File: src/rtl/sdil_pkg.sv
// Purpose: shared constants of the interrupt detection and reporting block
// Assumes: 8-bit register port, byte-wide registers at byte offsets
// Notes:   all bit positions and offsets are named here once
package sdil_pkg;

   // ****************************************
   // register port
   // ****************************************
   localparam int unsigned SDIL_AW = 8;
   localparam int unsigned SDIL_DW = 8;

   // ****************************************
   // register offsets
   // ****************************************
   localparam logic [7:0] SDIL_OFS_SUMMARY  = 8'h00;
   localparam logic [7:0] SDIL_OFS_CAUSE_A  = 8'h01;
   localparam logic [7:0] SDIL_OFS_CAUSE_B  = 8'h02;
   localparam logic [7:0] SDIL_OFS_MASK_A   = 8'h04;
   localparam logic [7:0] SDIL_OFS_MASK_B   = 8'h05;
   localparam logic [7:0] SDIL_OFS_DMA_MASK = 8'h06;
   localparam logic [7:0] SDIL_OFS_DMA_TEST = 8'h07;
   localparam logic [7:0] SDIL_OFS_BUS_TEST = 8'h08;
   localparam logic [7:0] SDIL_OFS_MODE     = 8'h09;
   localparam logic [7:0] SDIL_OFS_DMA_CAUSE = 8'h0C;

   // ****************************************
   // field positions
   // ****************************************
   localparam int unsigned SDIL_SUM_DMA_PEND = 0;
   localparam int unsigned SDIL_SUM_BUS_PEND = 1;
   localparam int unsigned SDIL_SUM_ON_FLY   = 2;
   localparam int unsigned SDIL_A_RESELECTED = 4;
   localparam int unsigned SDIL_A_SELECTED   = 5;
   localparam int unsigned SDIL_A_FUNC_DONE  = 6;
   localparam int unsigned SDIL_A_ATTENTION  = 7;
   localparam int unsigned SDIL_DMA_FIFO_EMPTY = 7;
   localparam int unsigned SDIL_DMA_CAUSE_W  = 7;
   localparam int unsigned SDIL_DT_FIFO_CLEAR = 2;
   localparam int unsigned SDIL_DT_FIFO_FLUSH = 3;
   localparam int unsigned SDIL_BT_FIFO_CLEAR = 1;
   localparam int unsigned SDIL_MODE_TARGET  = 0;

   // ****************************************
   // reset values
   // ****************************************
   localparam logic [7:0] SDIL_RST_MASK     = 8'h00;
   localparam logic [7:0] SDIL_RST_MODE     = 8'h00;
   localparam logic [7:0] SDIL_RST_RDATA    = 8'h00;

endpackage : sdil_pkg

File: src/rtl/sdil_irq_ctrl.sv
// Purpose: interrupt detection, masking, stacking and reporting toward the host
// Assumes: event, status and direction inputs come from core logic on clk_sys
// Notes:   register port answers every access at once; read data one cycle later
//
// Design decisions made here: the register offsets and the plain strobed port.
`timescale 1ns/1ns
module sdil_irq_ctrl
   import sdil_pkg::*;
(
   // clock and reset
   input  wire logic                        clk_sys,
   input  wire logic                        resetn,
   // register port
   input  wire logic [SDIL_AW-1:0]          reg_addr,
   input  wire logic [SDIL_DW-1:0]          reg_wdata,
   input  wire logic                        reg_wr,
   input  wire logic                        reg_rd,
   output logic      [SDIL_DW-1:0]          reg_rdata,
   // cause events from the core, one-cycle pulses
   input  wire logic [7:0]                  bus_evt_a,
   input  wire logic [7:0]                  bus_evt_b,
   input  wire logic [SDIL_DMA_CAUSE_W-1:0] dma_evt,
   input  wire logic                        on_fly_evt,
   // core status
   input  wire logic                        script_running,
   input  wire logic                        bus_receiving,
   input  wire logic                        dma_fifo_empty,
   // toward host and core
   output logic                             irq_n,
   output logic                             script_halt,
   output logic                             dma_fifo_drain,
   output logic                             dma_fifo_clear,
   output logic                             dma_fifo_flush,
   output logic                             bus_fifo_clear
);

   // ****************************************
   // declarations
   // ****************************************
   logic [7:0]                  mask_a_q;
   logic [7:0]                  mask_b_q;
   logic [SDIL_DMA_CAUSE_W-1:0] dma_mask_q;
   logic [7:0]                  mode_q;
   logic                        on_fly_q;
   logic                        irq_n_q;
   logic                        halt_q;
   logic                        drain_q;
   logic                        dclr_q;
   logic                        dflush_q;
   logic                        bclr_q;
   logic [SDIL_DW-1:0]          rdata_q;
   logic [7:0]                  hold_a_q;
   logic [7:0]                  hold_b_q;
   logic [7:0]                  vis_a;
   logic [7:0]                  vis_b;
   logic [SDIL_DMA_CAUSE_W-1:0] vis_d;
   logic                        wr_dtest;
   logic                        wr_btest;
   logic [7:0]                  nonfatal_a;
   logic [7:0]                  report_a;
   logic [7:0]                  report_b;
   logic [7:0]                  defer_a;
   logic [7:0]                  defer_b;
   logic [7:0]                  post_a;
   logic [7:0]                  post_b;
   logic                        bus_pend;
   logic                        dma_pend;
   logic                        any_pend;
   logic                        promote;
   logic                        acc_ok;
   logic                        wr_ok;
   logic                        rd_ok;
   logic                        rd_a;
   logic                        rd_b;
   logic                        rd_dma;
   logic                        irq_cause;
   logic [SDIL_DW-1:0]          rd_mux;

   // ****************************************
   // access decode
   // ****************************************
   // the summary register stays reachable so software can poll a running engine
   assign acc_ok = !script_running || (reg_addr == SDIL_OFS_SUMMARY);
   assign wr_ok  = reg_wr && acc_ok;
   assign rd_ok  = reg_rd && acc_ok;
   assign rd_a   = rd_ok && (reg_addr == SDIL_OFS_CAUSE_A);
   assign rd_b   = rd_ok && (reg_addr == SDIL_OFS_CAUSE_B);
   assign rd_dma = rd_ok && (reg_addr == SDIL_OFS_DMA_CAUSE);
   assign wr_dtest = wr_ok && (reg_addr == SDIL_OFS_DMA_TEST);
   assign wr_btest = wr_ok && (reg_addr == SDIL_OFS_BUS_TEST);

   // ****************************************
   // classification
   // ****************************************
   always_comb begin
      nonfatal_a = 8'h00;
      nonfatal_a[SDIL_A_FUNC_DONE] = 1'b1;
      nonfatal_a[SDIL_A_SELECTED]  = 1'b1;
      if (mode_q[SDIL_MODE_TARGET]) begin
         nonfatal_a[SDIL_A_ATTENTION] = 1'b1;
      end else begin
         nonfatal_a[SDIL_A_RESELECTED] = 1'b1;
      end
   end

   // fatal bits report even when masked; register b holds only fatal causes
   assign report_a = mask_a_q | ~nonfatal_a;
   assign report_b = 8'hFF;

   // ****************************************
   // deferral while the dma fifo drains
   // ****************************************
   // a fatal receive error must not post before received data reach memory
   assign defer_a = (bus_receiving && !dma_fifo_empty) ? (bus_evt_a & ~nonfatal_a) : 8'h00;
   assign defer_b = (bus_receiving && !dma_fifo_empty) ? bus_evt_b : 8'h00;
   assign post_a  = (bus_evt_a & ~defer_a) | (dma_fifo_empty ? hold_a_q : 8'h00);
   assign post_b  = (bus_evt_b & ~defer_b) | (dma_fifo_empty ? hold_b_q : 8'h00);

   always_ff @(posedge clk_sys) begin
      if (!resetn) begin
         hold_a_q <= 8'h00;
         hold_b_q <= 8'h00;
         drain_q  <= 1'b0;
      end else begin
         hold_a_q <= dma_fifo_empty ? 8'h00 : (hold_a_q | defer_a);
         hold_b_q <= dma_fifo_empty ? 8'h00 : (hold_b_q | defer_b);
         drain_q  <= !dma_fifo_empty && ((|(hold_a_q | defer_a)) || (|(hold_b_q | defer_b)));
      end
   end

   // ****************************************
   // pending flags and stacking
   // ****************************************
   assign bus_pend = (|(vis_a & report_a)) || (|(vis_b & report_b));
   assign dma_pend = |vis_d;
   assign any_pend = bus_pend || dma_pend;
   assign promote  = !any_pend;

   sdil_stack_reg #(.W(8)) u_cause_a (
      .clk_sys   (clk_sys),
      .resetn    (resetn),
      .set_bits  (post_a),
      .stack_en  (any_pend),
      .clr_en    (rd_a),
      .clr_bits  (vis_a),
      .promote   (promote),
      .visible_q (vis_a),
      .shadow_q  ()
   );

   sdil_stack_reg #(.W(8)) u_cause_b (
      .clk_sys   (clk_sys),
      .resetn    (resetn),
      .set_bits  (post_b),
      .stack_en  (any_pend),
      .clr_en    (rd_b),
      .clr_bits  (vis_b),
      .promote   (promote),
      .visible_q (vis_b),
      .shadow_q  ()
   );

   // dma causes post at once: no fifo flush precedes them
   sdil_stack_reg #(.W(SDIL_DMA_CAUSE_W)) u_cause_dma (
      .clk_sys   (clk_sys),
      .resetn    (resetn),
      .set_bits  (dma_evt),
      .stack_en  (any_pend),
      .clr_en    (rd_dma),
      .clr_bits  (vis_d),
      .promote   (promote),
      .visible_q (vis_d),
      .shadow_q  ()
   );

   // ****************************************
   // on-the-fly flag
   // ****************************************
   always_ff @(posedge clk_sys) begin
      if (!resetn) begin
         on_fly_q <= 1'b0;
      end else if (on_fly_evt) begin
         on_fly_q <= 1'b1;
      end else if (wr_ok && (reg_addr == SDIL_OFS_SUMMARY) && reg_wdata[SDIL_SUM_ON_FLY]) begin
         on_fly_q <= 1'b0;
      end
   end

   // ****************************************
   // interrupt request and halt
   // ****************************************
   assign irq_cause = (|(vis_a & mask_a_q)) || (|(vis_b & mask_b_q)) ||
                      (|(vis_d & dma_mask_q)) || on_fly_q;

   // once raised, unmasking cannot drop it; it falls only when no group is pending and the on-the-fly flag is clear
   always_ff @(posedge clk_sys) begin
      if (!resetn) begin
         irq_n_q <= 1'b1;
      end else begin
         irq_n_q <= !(irq_cause || (!irq_n_q && (any_pend || on_fly_q)));
      end
   end

   always_ff @(posedge clk_sys) begin
      if (!resetn) begin
         halt_q <= 1'b0;
      end else begin
         halt_q <= (|(post_a & report_a)) ||
                   (|post_b) ||
                   (|dma_evt);
      end
   end

   // ****************************************
   // configuration registers
   // ****************************************
   always_ff @(posedge clk_sys) begin
      if (!resetn) begin
         mask_a_q   <= SDIL_RST_MASK;
         mask_b_q   <= SDIL_RST_MASK;
         dma_mask_q <= SDIL_RST_MASK[SDIL_DMA_CAUSE_W-1:0];
         mode_q     <= SDIL_RST_MODE;
      end else if (wr_ok) begin
         unique case (reg_addr)
            SDIL_OFS_MASK_A:   mask_a_q   <= reg_wdata;
            SDIL_OFS_MASK_B:   mask_b_q   <= reg_wdata;
            SDIL_OFS_DMA_MASK: dma_mask_q <= reg_wdata[SDIL_DMA_CAUSE_W-1:0];
            SDIL_OFS_MODE:     mode_q     <= reg_wdata;
            default: begin
            end
         endcase
      end
   end

   // ****************************************
   // fifo control strobes
   // ****************************************
   // self-clearing: software sees them read back as zero
   always_ff @(posedge clk_sys) begin
      if (!resetn) begin
         dclr_q   <= 1'b0;
         dflush_q <= 1'b0;
         bclr_q   <= 1'b0;
      end else begin
         dclr_q   <= wr_dtest && reg_wdata[SDIL_DT_FIFO_CLEAR];
         dflush_q <= wr_dtest && reg_wdata[SDIL_DT_FIFO_FLUSH];
         bclr_q   <= wr_btest && reg_wdata[SDIL_BT_FIFO_CLEAR];
      end
   end

   // ****************************************
   // read data
   // ****************************************
   always_comb begin
      rd_mux = 8'h00;
      unique case (reg_addr)
         SDIL_OFS_SUMMARY: begin
            rd_mux[SDIL_SUM_DMA_PEND] = dma_pend;
            rd_mux[SDIL_SUM_BUS_PEND] = bus_pend;
            rd_mux[SDIL_SUM_ON_FLY]   = on_fly_q;
         end
         SDIL_OFS_CAUSE_A:  rd_mux = vis_a;
         SDIL_OFS_CAUSE_B:  rd_mux = vis_b;
         SDIL_OFS_DMA_CAUSE: begin
            rd_mux[SDIL_DMA_CAUSE_W-1:0] = vis_d;
            rd_mux[SDIL_DMA_FIFO_EMPTY]  = dma_fifo_empty;
         end
         SDIL_OFS_MASK_A:   rd_mux = mask_a_q;
         SDIL_OFS_MASK_B:   rd_mux = mask_b_q;
         SDIL_OFS_DMA_MASK: rd_mux[SDIL_DMA_CAUSE_W-1:0] = dma_mask_q;
         SDIL_OFS_MODE:     rd_mux = mode_q;
         default:           rd_mux = 8'h00;
      endcase
   end

   always_ff @(posedge clk_sys) begin
      if (!resetn) begin
         rdata_q <= SDIL_RST_RDATA;
      end else if (rd_ok) begin
         rdata_q <= rd_mux;
      end else begin
         rdata_q <= 8'h00;
      end
   end

   // ****************************************
   // outputs
   // ****************************************
   assign reg_rdata      = rdata_q;
   assign irq_n          = irq_n_q;
   assign script_halt    = halt_q;
   assign dma_fifo_drain = drain_q;
   assign dma_fifo_clear = dclr_q;
   assign dma_fifo_flush = dflush_q;
   assign bus_fifo_clear = bclr_q;

endmodule : sdil_irq_ctrl

File: src/rtl/sdil_stack_reg.sv
// Purpose: one cause register with a visible level and a shadow level
// Assumes: set, clear and promote come from logic on clk_sys
// Notes:   a set in the cycle of a clear survives; a set while stack_en is high goes to the shadow level
`timescale 1ns/1ns
module sdil_stack_reg #(
   parameter int unsigned W = 8
) (
   // clock and reset
   input  wire logic         clk_sys,
   input  wire logic         resetn,
   // control
   input  wire logic [W-1:0] set_bits,
   input  wire logic         stack_en,
   input  wire logic         clr_en,
   input  wire logic [W-1:0] clr_bits,
   input  wire logic         promote,
   // state
   output logic      [W-1:0] visible_q,
   output logic      [W-1:0] shadow_q
);

   logic [W-1:0] vis_d;
   logic [W-1:0] shd_d;

   // ****************************************
   // next state
   // ****************************************
   always_comb begin
      vis_d = visible_q;
      shd_d = shadow_q;
      if (clr_en) begin
         vis_d = vis_d & ~clr_bits;
      end
      if (promote) begin
         vis_d = vis_d | shadow_q;
         shd_d = '0;
      end
      if (stack_en) begin
         shd_d = shd_d | set_bits;
      end else begin
         vis_d = vis_d | set_bits;
      end
   end

   always_ff @(posedge clk_sys) begin
      if (!resetn) begin
         visible_q <= '0;
         shadow_q  <= '0;
      end else begin
         visible_q <= vis_d;
         shadow_q  <= shd_d;
      end
   end

endmodule : sdil_stack_reg

File: config.mk
export PLATFORM = sky130hd
export DESIGN_NAME = sdil_irq_ctrl
export DESIGN_NICKNAME = d
export VERILOG_FILES = /design/src/rtl/sdil_pkg.sv /design/src/rtl/sdil_irq_ctrl.sv /design/src/rtl/sdil_stack_reg.sv
export SDC_FILE = /design/constraint.sdc
export NUM_CORES = 1
export LEC_CHECK = 0
export ABC_AREA = 1
export BUFFER_PORTS_ARGS = -buffer_cell sky130_fd_sc_hd__clkbuf_2
export CAP_MARGIN = 40
export CELL_PAD_IN_SITES_DETAIL_PLACEMENT = 0
export CELL_PAD_IN_SITES_GLOBAL_PLACEMENT = 1
export CORE_MARGIN = 5
export CORE_UTILIZATION = 41
export DETAILED_ROUTE_END_ITERATION = 10
export PLACE_DENSITY = 0.91
export SETUP_SLACK_MARGIN = 0.1
export SLEW_MARGIN = 0
export SYNTH_ARGS = -nofsm -noshare
export SYNTH_HDL_FRONTEND = slang
export SYNTH_SLANG_ARGS = --single-unit
File: constraint.sdc
create_clock -name clk_sys -period 1.7 [get_ports clk_sys]
set_input_delay 0.255 -clock clk_sys [delete_from_list [all_inputs] [get_ports clk_sys]]
set_output_delay 0.255 -clock clk_sys [all_outputs]
set_load 0.1 [all_outputs]
==> results of run 1 <==
[final cells by class]
| cell class | count | area (um^2) | share of cell area, % |
|---|---|---|---|
| inverters | 128 | 480 | 7.84 |
| flip-flops and latches | 106 | 2120 | 34.7 |
| repair buffers | 89 | 564 | 9.21 |
| multi-input cells | 564 | 2450 | 40.0 |
| clock buffers | 14 | 284 | 4.64 |
| clock inverters | 1 | 7.51 | 0.123 |
| well taps | 172 | 215 | 3.51 |
[cell families after synthesis]
| logic type | share of synthesized area [%] |
|---|---|
| buffers and inverters | 11.9 |
| DFF | 41.2 |
| AOI/OAI and AO/OA | 9.06 |
| and+or+nand+nor | 37.9 |
[stage by stage]
| stage | worst slack (ps) | instance area (um^2) | hold WS [ps] | cells | util [%] |
|---|---|---|---|---|---|
| after floorplan | 373 | 5150 | 372 | 819 | - |
| after global placement | 86.5 | 5770 | 439 | 1057 | 46.3 |
| after detailed placement | 37.9 | 5770 | 444 | 1057 | 46.3 |
| after CTS | 144 | 6060 | 99.4 | 1072 | 48.6 |
| after global routing | 81.9 | 6130 | 116 | 1074 | 49.1 |
| final | 193 | 6130 | 106 | 1074 | 49.1 |
[worst max-delay path by stage]
stage and to:
2_1_floorplan dma_fifo_drain, 3_3_place_gp u_cause_b.visible_q[1], 3_5_place_dp u_cause_b.visible_q[3], 4_1_cts u_cause_dma.visible_q[0]
5_1_grt u_cause_a.visible_q[2], 6_report u_cause_dma.visible_q[0]
[synthesized netlist by cell type, types with 2 or more instances]
library cell / instances / area share, %
a21oi_1: 53 / 5.1
nand4_1: 5 / 0.61
nand2_4: 4 / 0.87
buf_4: 2 / 0.29
inv_1: 120 / 8.7
nand2_2: 4 / 0.49
a31oi_1: 2 / 0.24
buf_6: 4 / 0.87
nand2_1: 262 / 19
dfxtp_1: 106 / 41
clkbuf_1: 4 / 0.29
nor2_8: 2 / 0.78
nor4_1: 2 / 0.24
inv_2: 8 / 0.58
nor2_1: 143 / 10
nand3_1: 40 / 3.9
nor2_2: 7 / 0.85
buf_2: 10 / 0.97
nor3_1: 2 / 0.19
o21bai_1: 4 / 0.58
o21ai_0: 30 / 2.9
[placed cells by master, fill, tap and decap left out, types with 4 or more instances in the layout]
cell / instances
o21bai_1: 4
nand2_2: 6
buf_4: 25
nand2_4: 4
clkbuf_2: 60
inv_1: 118
inv_2: 10
nand2_1: 260
nand4_1: 5
a21oi_1: 51
dfxtp_1: 104
clkbuf_8: 4
nand3_1: 39
o21ai_0: 30
nor2_1: 140
nor2_2: 9
clkbuf_16: 10
[routing by layer]
layer | up-vias | global-route usage [%]
met2 | 127 | 32.4
met1 | 2197 | 24.3
met3 | 35 | 3.99
met4 | 0 | 10.7
met5 | - | 0
li1 | 2642 | -
[worst max-delay path, delay by kind of cell, from the launching register on]
family | cells | cell delay, ps
buffers and inverters | 1 | 160
and+or+nand+nor | 6 | 750
DFF | 1 | 370
AOI/OAI and AO/OA | 1 | 140
[power groups by stage]
| stage | clock network [mW] | registers (mW) | logic, mW |
|---|---|---|---|
| after floorplan | 0 | 3.09 | 1.15 |
| after global placement | 0 | 3.08 | 1.69 |
| after detailed placement | 0 | 3.09 | 1.73 |
| after CTS | 2.09 | 3.04 | 1.74 |
| after global routing | 2.18 | 3.08 | 2.28 |
| final | 2.04 | 3.04 | 2.01 |
[registers in the layout, indices dropped and copies added (netlist names)]
name / flops
mode_q: 8
dma_fifo_clear: 1
mask_a_q: 8
hold_b_q: 8
dma_fifo_drain: 1
u_cause_a.shadow_q: 8
bus_fifo_clear: 1
u_cause_dma.shadow_q: 7
on_fly_q: 1
mask_b_q: 8
u_cause_b.shadow_q: 8
u_cause_a.visible_q: 8
script_halt: 1
reg_rdata: 8
u_cause_b.visible_q: 8
u_cause_dma.visible_q: 7
irq_n: 1
hold_a_q: 6
dma_fifo_flush: 1
dma_mask_q: 7
[repair_timing]
item | 4_1_cts | 5_1_grt
setup endpoints to repair | 0 | 36
gates resized for setup | 0 | 13
buffers inserted | 0 | 0
hold buffers | 0 | 0
==> results.ini, run 1 <==
[run_status]
outcome = finished, final reports clean

[timing]
timing_hold_violations_final = 0
finClkSkew_ps = 7.49
min_period_ps = 1510
fmax_ghz = 0.664
rsz0062_at_grt = true
maxSlewViolCount = 0
min_period_over_period_pct = 88.6
slew_headroom_pct = 63.6
final.setup.tns_ps = 0
setup_viol = 0
worstMarginPinSlew_ps = 549

[job]
cap_violations = 0

[route]
detailedRoute.firstPassIterationCount = 6
wl_per_cell_um = 13.3
wl_um = 14300
drtAntennaViolNets = 0
met3_length_um = 722
m1WireLength_um = 6280
wl_met2_um = 6670
drt_iter0_drc = 387
remaining_drc_errors = 0
top_layer_used = met4
vias = 5001
via_per_inst = 4.66

[setup_path]
slowest_delay_ps = 370
required_ps = 1980
r2r_end = u_cause_dma.visible_q[0]
startpoint = mode_q[0]
arrival_ps = 1780
rr_startpoint = mode_q[0]
path_cells = nor2_2, nor2_1, nor2_1, nand3_2, nor2_4, buf_12, nand2_1, a21oi_1
cpMostUsedCell = nor2_1
r2r_cells = 8
start_kind = register
critical_path.max_fanout = 12
crit_slowest_cell = dfxtp_2
rrSetupSlack_ps = 190
cp-end-kind = register
path_class = reg2reg

[final_layout]
syn_to_final_growth_pct = 18.9
num_antenna_cells = 0
num-fill-cells = 1354
nets = 945
drive_gt1_share_pct = 15.9

[power]
p_leak_nw = 3.13
p_int_mw = 4.79
power_frac_comb_pct = 28.4
power.switching_mw = 2.30
p_per_area_nw_per_um2 = 1160
seqPwrFrac_pct = 42.9
ir_worst_vdd_uv = 653
swShare_pct = 32.5
p_total_mw = 7.10
clkPwrFrac_pct = 28.8

[grt]
grt_pass1_wl_um = 22900
grt_pass1_vias = 4654
grt.overflow.total = 0
grt_max_degree = 28
antenna_found_initial = 0
grtUsageTotal_pct = 19.8

[synthesis]
syn_inst = 819
ys.flop_type = dfxtp_1
synth_nets = 866
ys_seq_area_share_pct = 41.2
ys_types = 26
avgSynthCellArea_um2 = 6.29
syn_area_um2 = 5150
yosysWarningCount = 0
synth_edf_count = 0
async_flop_share_pct = 0
synth_seq_cells = 106

[die]
initial_core_util_pct = 41.3
die_x_um = 122
die_area_um2 = 14900
coreArea_um2 = 12500
die_h_um = 122
std_cell_rows = 41
io_pins = 61

[clock_network]
cts_made_buffers = 9
cts_tree = yes
cts_sinks = 106
h-tree-depth = 3
clk_latency_ps = 350
cts_buffer_depth = 2
cts-root-buf = clkbuf_16
clk_pin_slew_ps = 70

[hold_path]
hp-start = on_fly_evt
min_path_cells = 3
hold_path_class = in2reg
hold_end = on_fly_q

[placed_design]
place.gp.congestion = 0.939
dp_hpwl_um = 11100
port_buffers = 60

Note: power is estimated with default switching activity, not from simulation.
==> run 2: changes to the inputs <==
- SYNTH_HIERARCHICAL: unset -> 1
- clock period: 1.7 -> 1.6 ns (I/O delays scaled with it)
==> run 2 against run 1 <==
Against the previous run: clock-buffer cell count shrank 3; power rose by 97%; sequential power grew 15%; synthesized area rose by 10%; sequential share of layout area down 5.6 points; design area is 20% higher; routed wire length rose by 16%; worst setup slack got worse by 170 ps; maximum frequency down 4.2%; combinational power rose to 4.0 times the previous value.
==> results.ini, run 2 <==
[power]
p_per_area_nw_per_um2 = 1910
ir_worst_vdd_uv = 1020
seqPwrFrac_pct = 25.0
p_total_mw = 14.0
swShare_pct = 40.9
power.switching_mw = 5.73
p_leak_nw = 3.76
clkPwrFrac_pct = 17.8
power_frac_comb_pct = 57.2
p_int_mw = 8.28

[synthesis]
synth_top_area_cell = dfxtp_1
yosys.area_share.simple_pct = 41.7
ys_types = 25
async_flop_share_pct = 0
syn_area_um2 = 5690
synth_mux_area_share_pct = 0
synth_area_leaders = dfxtp_1 (37%), nand2_1 (21%), nor2_1 (12%)
synth_seq_cells = 106
synth_nets = 977
yosys.cell_count.top_type = nand2_1
yosys-top-cells-count = nand2_1 (321), nor2_1 (186), inv_1 (124), dfxtp_1 (106), a21oi_1 (53)
synth-xor-area-share_pct = 0
ys_seq_area_share_pct = 37.3
synth_edf_count = 0
yosys.area_share.adder_pct = 0
synth_top_family_by_area = simple AND/OR/NAND/NOR gates
ys.flop_type = dfxtp_1
yosysWarningCount = 6
avgSynthCellArea_um2 = 6.11
netlist.area_leader.share_pct = 37.3
synth_compound_gate_area_share_pct = 7.99
syn_inst = 930

[final_layout]
num-fill-cells = 1379
syn_to_final_growth_pct = 29.3
multi_input_area_um2 = 3040
fin_area_um2 = 7350
final_common_cell = nand2_1
drive_gt1_share_pct = 25.7
nets = 1097
num_antenna_cells = 0
mostFrequentLayoutCells = nand2_1 (272), nor2_1 (174), inv_1 (120)
regArea_um2 = 2140

[grt]
busiest_layer = met2
grt.overflow.total = 0
grt_pass1_vias = 5530
antenna_found_initial = 0
grtUsageMet2_pct = 34.4
grt_max_degree = 21
grt_pass1_wl_um = 26900
grtUsageTotal_pct = 20.6
met1_usage_pct = 26.7
met3_usage_pct = 2.79

[route]
vias = 5786
via_per_inst = 4.69
detailedRoute.firstPassIterationCount = 5
drtAntennaViolNets = 0
wl_um = 16500
drt_iter0_drc = 381
wl_per_cell_um = 13.4
remaining_drc_errors = 0

[setup_path]
arrival_ps = 1870
start_kind = register
critical_path.max_fanout = 8
slowest_delay_ps = 320
cp_top_family = simple AND/OR/NAND/NOR gates
cpMostUsedCell = nor2_1
cp-end-kind = register
path_class = reg2reg
required_ps = 1900
path_cells = nor2_1, nand2_1, nor2_2, nand4_1, buf_6, buf_12, clkinv_8, nand2_1, nand2_2, nor2_1, nor2_1
crit_buf_inv = 3
crit_slowest_cell = dfxtp_2

[die]
initial_core_util_pct = 41.4
coreArea_um2 = 13700
die_x_um = 128
std_cell_rows = 43
die_area_um2 = 16300
die_h_um = 128
io_pins = 61

[clock_network]
cts-root-buf = clkbuf_16
cts_tree = yes
cts_sinks = 106
cts_made_buffers = 9
clk_pin_slew_ps = 80
cts_buffer_depth = 2
cts.hold.buffers_added = 0
h-tree-depth = 3
clk_latency_ps = 360

[timing]
min_period_ps = 1570
fmax_ghz = 0.636
finClkSkew_ps = 11.8
rsz0062_at_grt = true
timing_hold_violations_final = 0
worstMarginPinSlew_ps = 548
maxSlewViolCount = 0
min_period_over_period_pct = 98.3
setup_viol = 0
slew_headroom_pct = 63.7
holdWs_ps = 99.1

[placed_design]
dp_hpwl_um = 11900
port_buffers = 60
dpl-instance-area_um2 = 6520
place.gp.congestion = 0.985

[job]
cap_violations = 0

[hold_path]
hold_path_class = in2reg

[run_status]
outcome = finished, final reports clean

## run 2: worst paths after layout
kind / startpoint / end / slack (ps) / cells after the start
setup / recovery: u_cause_dma/visible_q[5] / u_cause_a/visible_q[0] / 30 / 11
hold / removal: on_fly_evt / on_fly_q / 100 / 3
setup reg to reg: u_cause_dma/visible_q[5] / u_cause_a/visible_q[0] / 30 / 11
hold reg to reg: u_cause_b/shadow_q[5] / u_cause_b/shadow_q[5] / 460 / 2
## run 2: kinds of logic after synthesis
kind of cell	after synthesis
AO/OA/AOI/OAI	84
flip-flops	106
AND/OR/NAND/NOR	576
buffers and inverters	164
## run 2: per-stage QoR
stage	cells	worst slack [ps]	TNS [ps]	utilization, %
floorplan	930	138	0	-
global placement	1202	2.42	0	47.5
detailed placement	1202	10.9	0	47.5
CTS	1228	77.8	0	51.4
global route	1235	-34.1	-250	53.6
finish	1235	27.9	0	53.6
## run 2: area by class of cell
class | count | share of cell area, %
clock inverter | 5 | 1.16
multi-input combinational | 660 | 41.3
tap | 180 | 3.06
clock buffer | 11 | 3.30
inverter | 138 | 7.63
sequential | 106 | 29.1
timing repair buffer | 135 | 14.5
## run 2: timing repair
action	in CTS	in global routing
cloned	3	2
pin swaps	16	41
setup endpoints to repair	46	46
resized for setup	28	75
buffers inserted	7	5
## run 2: worst reg2reg max path: cells and delay by family (launching register included)
family                 cells  cell delay (ps)
buffers and inverters      3              410
AND/OR/NAND/NOR            8              770
flip-flops                 1              320
## run 2: power groups by stage
stage	registers (mW)	logic, mW	clock network, mW
global placement	3.48	4.81	0
finish	3.50	8.01	2.49
CTS	3.42	6.54	2.52
floorplan	3.60	3.50	0
global route	3.57	8.69	2.64
detailed placement	3.48	4.88	0
## run 2: layer usage
| layer | part of all wire [%] | vias up | routed length, um |
|---|---|---|---|
| li1 | - | 3041 | - |
| met1 | 44 | 2530 | 7290 |
| met2 | 47 | 174 | 7790 |
| met3 | 5.6 | 41 | 920 |
| met4 | 3.2 | 0 | 521 |
| met5 | 0 | - | 0 |
